`src/rtl/hpt_defines.svh`:
```
// Offsets, field positions, reset values and timing for the hot pin timer
`ifndef HPT_DEFINES_SVH
`define HPT_DEFINES_SVH

`define HPT_CLK_MHZ 20.0
`define HPT_TIMER_LSB_MS 22.76

`define HPT_ADDR_STATUS2 8'h42
`define HPT_ADDR_MASK2 8'h75
`define HPT_ADDR_CONFIG3 8'h78
`define HPT_ADDR_TIMER 8'h79
`define HPT_ADDR_LIMIT 8'h7A
`define HPT_ADDR_VPIN_SEL 8'h7D

`define HPT_MASK2_RST 8'h00
`define HPT_CONFIG3_RST 8'h00
`define HPT_LIMIT_RST 8'h00
`define HPT_VPIN_SEL_RST 8'h00
`define HPT_STATUS2_RST 8'h00

`define HPT_C3_ALERT_EN 0
`define HPT_C3_HOT_EN 1
`define HPT_C3_BOOST 2
`define HPT_VP_ALERT_EN 0

`define HPT_ST_DIODE2 7
`define HPT_ST_DIODE1 6
`define HPT_ST_FAN_FOUR_HOT 5
`define HPT_ST_FAN_THREE 4
`define HPT_ST_FAN_TWO 3
`define HPT_ST_FAN_ONE 2
`define HPT_ST_OVERTEMP 1

`define HPT_TIMER_FULL 8'hFF
`define HPT_TIMER_FIRST 8'h01
`define HPT_TIMER_STEP_UNITS 8'h02
`define HPT_DUTY_OFF 8'h00

`endif

```
`src/rtl/hpt_pkg.sv`:
```
// Types shared by the hot pin timer and alert logic
package hpt_pkg;

    typedef struct packed {
        logic diode_two;
        logic diode_one;
        logic fan_four;
        logic fan_three;
        logic fan_two;
        logic fan_one;
        logic overtemp;
    } hpt_fault_s;

    typedef struct packed {
        logic [7:0] addr;
        logic [7:0] wdata;
        logic wr;
        logic rd;
    } hpt_regreq_s;

    typedef enum logic [1:0] {
        HPT_HOT_IDLE = 2'b01,
        HPT_HOT_ACTIVE = 2'b10
    } hpt_hot_e;

endpackage

```
`src/rtl/hpt_sync.sv`:
```
// Two-stage synchroniser for the hot signal pin
`timescale 1ns/1ps
module hpt_sync (
    input wire logic clk_i, // System clock
    input wire logic reset_n_i, // Synchronous reset
    input wire logic d_i, // Asynchronous level
    output logic q_o // Synchronised level
);
    logic meta_reg;

    // Resets high: an idle pin reads as negated
    always_ff @(posedge clk_i) begin
        if (!reset_n_i) begin
            meta_reg <= 1'b1;
            q_o <= 1'b1;
        end else begin
            meta_reg <= d_i;
            q_o <= meta_reg;
        end
    end
endmodule // hpt_sync

```
`src/rtl/hpt_top.sv`:
```
// Hot pin assertion timer, status flags, fan boost and alert routing
// Notes on behaviour
// - Mask bits 7,6,1 gate diode, overtemp alerts
// - Mask bits 4..2 fans; bit 5 fan four/hot
// - Alert output disabled after reset
// - Select bits route alert onto either pin
// - Config3 bit 1 enables hot pin monitoring
// - Boost forces full duty while pin low
// - Boost only for fans already running
// - Boost cleared leaves fans at settings
// - Timer counts while asserted, holds otherwise
// - Timer read clears; saturates at full scale
// - Bit 0 first; then 22.76 ms steps
// - Read during assertion restarts with bit 0
// - Limit zero read during assertion sets flag
// - Timer above limit sets status bit 5
// - Masked limit event still sets status
// - Limit zero alerts on first assertion
// - Status flags sticky until read, condition gone
// - Alert holds until source clears and read
`timescale 1ns/1ps
`include "hpt_defines.svh"
module hpt_top #(
    parameter int NUM_FANS = 3,
    parameter int UNIT_CYCLES =
        int'(`HPT_TIMER_LSB_MS * `HPT_CLK_MHZ * 1000.0)
) (
    input wire logic clk_i, // 20 MHz clock
    input wire logic reset_n_i, // Sync reset, low
    input wire hpt_pkg::hpt_regreq_s reg_req_i, // Register access
    output logic [7:0] reg_rdata_o, // Read data
    output logic reg_rvalid_o, // Read data valid
    input wire logic hot_n_i, // Hot pin, low active
    input wire hpt_pkg::hpt_fault_s fault_i, // Fault levels
    input wire logic [NUM_FANS-1:0] fan_manual_i, // Manual mode
    input wire logic [NUM_FANS*8-1:0] fan_duty_i, // Manual duties
    input wire logic [NUM_FANS-1:0] fan_above_start_temp_i, // Auto running
    output logic [NUM_FANS-1:0] fan_boost_o, // Force full duty
    output logic alert_pin_o, // Alternate pin level
    output logic alert_pin_oe_o, // Alternate pin drive
    output logic alert_vpin_o, // Voltage pin level
    output logic alert_vpin_oe_o // Voltage pin drive
);
    localparam int PW = $clog2(UNIT_CYCLES + 1);
    localparam logic [7:0] ST_RST = `HPT_STATUS2_RST;

    if (NUM_FANS < 1 || NUM_FANS > 8) begin : g_bad_fans
        $error("NUM_FANS must be 1 to 8");
    end
    if (UNIT_CYCLES < 2) begin : g_bad_unit
        $error("UNIT_CYCLES must be at least 2");
    end

    logic [7:0] mask2_reg;
    logic [7:0] config3_reg;
    logic [7:0] limit_reg;
    logic [7:0] vpin_sel_reg;
    logic [7:0] status_reg;
    logic [7:0] units_reg;
    logic [PW-1:0] pre_reg;
    logic seen_reg;
    hpt_pkg::hpt_hot_e hot_reg;
    hpt_pkg::hpt_hot_e hot_next;
    logic hot_sync_n;
    logic hot_act;
    logic hot_en;
    logic wr_hit;
    logic tm_rd;
    logic st_rd;
    logic [7:0] timer_val;
    logic exceed;
    logic [7:0] cond;
    logic alert_next;
    logic [7:0] rdata_next;

    assign hot_en = config3_reg[`HPT_C3_HOT_EN];
    assign wr_hit = reg_req_i.wr;
    assign tm_rd = reg_req_i.rd && reg_req_i.addr == `HPT_ADDR_TIMER;
    assign st_rd = reg_req_i.rd && reg_req_i.addr == `HPT_ADDR_STATUS2;

    hpt_sync u_sync (
        .clk_i(clk_i),
        .reset_n_i(reset_n_i),
        .d_i(hot_n_i),
        .q_o(hot_sync_n)
    );

    // Writable registers; the timer and status are read only
    always_ff @(posedge clk_i) begin
        if (!reset_n_i) begin
            mask2_reg <= `HPT_MASK2_RST;
            config3_reg <= `HPT_CONFIG3_RST;
            limit_reg <= `HPT_LIMIT_RST;
            vpin_sel_reg <= `HPT_VPIN_SEL_RST;
        end else if (wr_hit) begin
            case (reg_req_i.addr)
                `HPT_ADDR_MASK2: mask2_reg <= reg_req_i.wdata;
                `HPT_ADDR_CONFIG3: config3_reg <= reg_req_i.wdata;
                `HPT_ADDR_LIMIT: limit_reg <= reg_req_i.wdata;
                `HPT_ADDR_VPIN_SEL: vpin_sel_reg <= reg_req_i.wdata;
                default: ;
            endcase
        end
    end

    // Pin state; only tracked while the pin has its hot role
    always_comb begin
        case (hot_reg)
            hpt_pkg::HPT_HOT_IDLE:
                hot_next = (hot_en && !hot_sync_n) ?
                    hpt_pkg::HPT_HOT_ACTIVE : hpt_pkg::HPT_HOT_IDLE;
            hpt_pkg::HPT_HOT_ACTIVE:
                hot_next = (hot_en && !hot_sync_n) ?
                    hpt_pkg::HPT_HOT_ACTIVE : hpt_pkg::HPT_HOT_IDLE;
            default: hot_next = hpt_pkg::HPT_HOT_IDLE;
        endcase
    end

    always_ff @(posedge clk_i) begin
        if (!reset_n_i)
            hot_reg <= hpt_pkg::HPT_HOT_IDLE;
        else
            hot_reg <= hot_next;
    end

    assign hot_act = hot_reg == hpt_pkg::HPT_HOT_ACTIVE;

    // Cumulative timer in 22.76 ms units plus a first-assertion mark
    always_ff @(posedge clk_i) begin
        if (!reset_n_i) begin
            pre_reg <= '0;
            units_reg <= 8'h00;
            seen_reg <= 1'b0;
        end else if (tm_rd) begin
            pre_reg <= '0;
            units_reg <= 8'h00;
            seen_reg <= hot_act;
        end else if (hot_act) begin
            seen_reg <= 1'b1;
            if (units_reg != `HPT_TIMER_FULL) begin
                if (pre_reg == PW'(UNIT_CYCLES - 1)) begin
                    pre_reg <= '0;
                    units_reg <= units_reg + 8'h01;
                end else begin
                    pre_reg <= pre_reg + PW'(1);
                end
            end
        end
    end

    // Below two units only the first-assertion mark shows
    assign timer_val = (units_reg >= `HPT_TIMER_STEP_UNITS) ?
        units_reg : {7'h00, seen_reg};
    assign exceed = timer_val > limit_reg;

    assign cond = {fault_i.diode_two, fault_i.diode_one,
        hot_en ? exceed : fault_i.fan_four,
        fault_i.fan_three, fault_i.fan_two, fault_i.fan_one,
        fault_i.overtemp, 1'b0};

    // Sticky flags: a live condition beats a clearing read
    genvar b;
    generate
        for (b = 0; b < 8; b++) begin : g_status
            always_ff @(posedge clk_i) begin
                if (!reset_n_i)
                    status_reg[b] <= ST_RST[b];
                else if (cond[b])
                    status_reg[b] <= 1'b1;
                else if (st_rd)
                    status_reg[b] <= 1'b0;
            end
        end
    endgenerate

    // Mask gates only the alert, never the flag
    assign alert_next = |(status_reg & ~mask2_reg);

    always_ff @(posedge clk_i) begin
        if (!reset_n_i) begin
            alert_pin_o <= 1'b0;
            alert_pin_oe_o <= 1'b0;
            alert_vpin_o <= 1'b0;
            alert_vpin_oe_o <= 1'b0;
        end else begin
            alert_pin_o <= 1'b0;
            alert_vpin_o <= 1'b0;
            alert_pin_oe_o <= alert_next &&
                config3_reg[`HPT_C3_ALERT_EN];
            alert_vpin_oe_o <= alert_next &&
                vpin_sel_reg[`HPT_VP_ALERT_EN];
        end
    end

    // Boost per fan; a stopped fan is left stopped
    genvar f;
    generate
        for (f = 0; f < NUM_FANS; f++) begin : g_fan
            logic running;
            assign running = fan_manual_i[f] ?
                (fan_duty_i[f*8 +: 8] != `HPT_DUTY_OFF) :
                fan_above_start_temp_i[f];
            always_ff @(posedge clk_i) begin
                if (!reset_n_i)
                    fan_boost_o[f] <= 1'b0;
                else
                    fan_boost_o[f] <= config3_reg[`HPT_C3_BOOST] &&
                        hot_act && running;
            end

        end
    endgenerate

    always_comb begin
        case (reg_req_i.addr)
            `HPT_ADDR_STATUS2: rdata_next = status_reg;
            `HPT_ADDR_MASK2: rdata_next = mask2_reg;
            `HPT_ADDR_CONFIG3: rdata_next = config3_reg;
            `HPT_ADDR_TIMER: rdata_next = timer_val;
            `HPT_ADDR_LIMIT: rdata_next = limit_reg;
            `HPT_ADDR_VPIN_SEL: rdata_next = vpin_sel_reg;
            default: rdata_next = 8'h00;
        endcase
    end

    // Read data captured in the same cycle as the clearing side effects
    always_ff @(posedge clk_i) begin
        if (!reset_n_i) begin
            reg_rdata_o <= 8'h00;
            reg_rvalid_o <= 1'b0;
        end else begin
            reg_rvalid_o <= reg_req_i.rd;
            if (reg_req_i.rd)
                reg_rdata_o <= rdata_next;
        end
    end
endmodule // hpt_top

```
`config.mk`:
```
export PLATFORM = sky130hd
export DESIGN_NAME = hpt_top
export DESIGN_NICKNAME = d
export VERILOG_FILES = /design/src/rtl/hpt_pkg.sv /design/src/rtl/hpt_sync.sv /design/src/rtl/hpt_top.sv
export VERILOG_INCLUDE_DIRS = /design/src /design/src/rtl
export SDC_FILE = /design/constraint.sdc
export NUM_CORES = 1
export LEC_CHECK = 0
export ABC_AREA = 1
export BUFFER_PORTS_ARGS = -buffer_cell sky130_fd_sc_hd__buf_4
export CORE_MARGIN = 4
export CORE_UTILIZATION = 50
export CTS_CLUSTER_DIAMETER = 40
export DETAILED_ROUTE_END_ITERATION = 6
export PLACE_DENSITY = 0.84
export REMOVE_ABC_BUFFERS = 1
export SLEW_MARGIN = 25
export SYNTH_ARGS = -nofsm -noshare
export SYNTH_HDL_FRONTEND = slang
export SYNTH_HIERARCHICAL = 1
export SYNTH_SLANG_ARGS = --single-unit
```
`constraint.sdc`:
```
create_clock -name clk_i -period 1.72 [get_ports clk_i]
set_input_delay 0.172 -clock clk_i [delete_from_list [all_inputs] [get_ports clk_i]]
set_output_delay 0.172 -clock clk_i [all_outputs]
set_load 0.02 [all_outputs]
```
==> impl_metrics.tcl <==
set metrics [dict create \
    drt-initial-drc-count 237 \
    grt_usage 0.223 \
    ios 74 \
    worstHoldEndpoint "status_reg[4]" \
    p_leak_nw 2.25 \
    start_util 0.518 \
    dieHeight_um 103 \
    syn_avg_cell_area_um2 7.18 \
    vias 4512 \
    timing.rr.start "units_reg[1]" \
    rows 34 \
    finalMaxSlewViolations 0 \
    viasPerCell 5.44 \
    cts-root-buf "clkbuf_8" \
    clock_latency_ns 0.36 \
    finalHoldViolations 0 \
    synth.top_cell.area_share 0.375 \
    power_density_nw_per_um2 644 \
    synth-seq-cells 85 \
    cts_made_buffers 9 \
    dieArea_um2 10700 \
    grt_pass1_wl_mm 19.0 \
    synth_area_leaders "dfxtp_1, o21ai_0, nand2_1" \
    h-tree-depth 3 \
    min_path_cells 3 \
    vdd_drop_max_mv 0.477 \
    n_antenna_cell 0 \
    nets 787 \
    finClkSkew_ns 0.0116 \
    gr-total-overflow 0 \
    place.gp.congestion 0.920 \
    rsz0062_at_grt "true" \
    antenna_found_initial 0 \
    cts.clk_slew.worst_paths_ns 0.09 \
    ys_seq_area_frac 0.375 \
    final_util 0.636 \
    synthCells 632 \
    r2r_end "pre_reg[3]" \
    worst_hold_slack_ns 0.0175 \
    final_cell_mix "buf_4, dfxtp_1, nor2_1" \
    min_from "fault_i[3]" \
    port_buffers 71 \
    rrSetupSlack_ns -0.04 \
    fin_crit_ns 1.76 \
    cts_tree "yes" \
    core_um2 8760 \
    endpoint_kind "register" \
    synth_area_um2 4540 \
    busiest_layer "met2" \
    wl_per_cell_um 14.4 \
    path_class "reg2reg" \
    ant_nets 0 \
    outcome "finished, violations left" \
    grt_start_max_net_pins 31 \
    final_common_cell "buf_4" \
    finalCritPeriodShare 1.03 \
    largest_reg_flops 19 \
    hpwl_mm 8.88 \
    r2r_cells 11 \
    synth_cell_types 45 \
    drive_above_1_share 0.258 \
    drt_pass1_iterations 5 \
    arrival_ns 2.06 \
    finalSetupViolCount 14 \
    dp_slack_ns -0.158 \
    met2_usage 0.395 \
    gr-usage-met3 0.0483 \
    fp.dieW_um 103 \
    wirelength_mm 11.9 \
    yosysTopAreaCell "dfxtp_1" \
    critPathRequiredTime_ns 2.02 \
    yosysWarnings 6 \
    areaGrowthSynthToFinish_pct 22.7 \
    violations "negative setup slack" \
    critPathMaxFanout 10 \
    maxCapViolations 0 \
    critPathLaunchType "register" \
    drc 0 \
    grtUsageMet1 0.268 \
    holdCritPathClass "in2reg" \
    clock_path_buffers 2 \
    grt_pass1_vias 4270 \
    worst_slack_ns -0.0436 \
    cts_sinks 85 \
    max_freq_mhz 567 \
]
==> timing repair <==
action | in CTS | in global routing
pin swaps | 4 | 6
setup buffers | 0 | 1
hold buffers | 1 | 0
endpoints found under the hold margin | 1 | 0
resized for setup | 5 | 22
endpoints found under the setup margin | 1 | 20
cloned | 0 | 1
==> synth_stat cells, drive strengths merged <==
library cell / instances
a21oi: 57
a221oi: 1
a22oi: 1
a31oi: 2
a41oi: 3
and2: 1
buf: 10
clkbuf: 11
clkinv: 1
conb: 1
dfxtp: 85
ha: 12
inv: 80
nand2: 105
nand3: 39
nand3b: 2
nand4: 9
nor2: 100
nor3: 27
nor4: 6
o211a: 2
o21ai: 63
o21bai: 1
o22ai: 9
or2: 2
xor2: 2
==> area by class of cell <==
type / count / area (um2)
well taps: 108 / 135
multi-input cells: 446 / 2480
clock buffers: 10 / 128
flip-flops and latches: 85 / 1700
clock inverters: 5 / 37.5
fillers: 772 / 3190
repair buffers: 94 / 766
inverters: 81 / 319
==> metal layers <==
metal,wire length (um),vias up,share of wire
met4,267,0,0.022
met2,6270,131,0.52
li1,-,2257,-
met5,0,-,0
met1,4860,2096,0.41
met3,542,28,0.045
==> logic make-up (layout without fill, tap and decap cells) <==
group                    Yosys count  after routing  synth area share
AND/OR/NAND/NOR                  291            291             0.323
AO/OA/AOI/OAI                    139            139             0.169
buffers and inverters            102            190            0.0954
flip-flops                        85             85             0.375
adder cells (fa/ha/maj)           12             12            0.0331
XOR/XNOR                           2              2           0.00386
other                              1              2          0.000826
==> stage by stage <==
step | cell area, um2 | power [W] | setup TNS (ns) | instances
final | 5570 | 0.00359 | -0.407 | 829
after global placement | 5260 | 0.00236 | -0.0848 | 811
after global routing | 5570 | 0.00371 | -2.30 | 829
after detailed placement | 5260 | 0.00237 | -0.158 | 811
after floorplan | 4430 | 0.00219 | -0.0249 | 612
after CTS | 5440 | 0.00360 | 0 | 827
==> worst max path at each step <==
stage	from	endpoint	slack, ns
2_1_floorplan	units_reg[0]	status_reg[5]	-0.02
3_3_place_gp	units_reg[0]	status_reg[5]	-0.08
3_5_place_dp	units_reg[0]	status_reg[5]	-0.16
4_1_cts	units_reg[0]	status_reg[5]	0.01
5_1_grt	units_reg[1]	units_reg[1]	-0.16
6_report	units_reg[1]	pre_reg[3]	-0.04
==> where the power goes <==
group,internal [W],switching [W],leakage [nW]
clock,0.000522,0.000734,0.0787
sequential,0.00199,0.0000142,0.690
combinational,0.000148,0.000177,1.48
total,0.00266,0.000925,2.25
==> critical path, stage by stage, from the launching register on <==
cell,delay (ns)
dfxtp_1,0.39
buf_4,0.16
ha_1,0.18
nand2_2,0.11
nor2_2,0.15
a31oi_4,0.12
buf_12,0.15
nand2_4,0.11
nand2_8,0.09
inv_8,0.11
nand2_2,0.06
nor2_2,0.07
(Power assumes the default switching activity.)
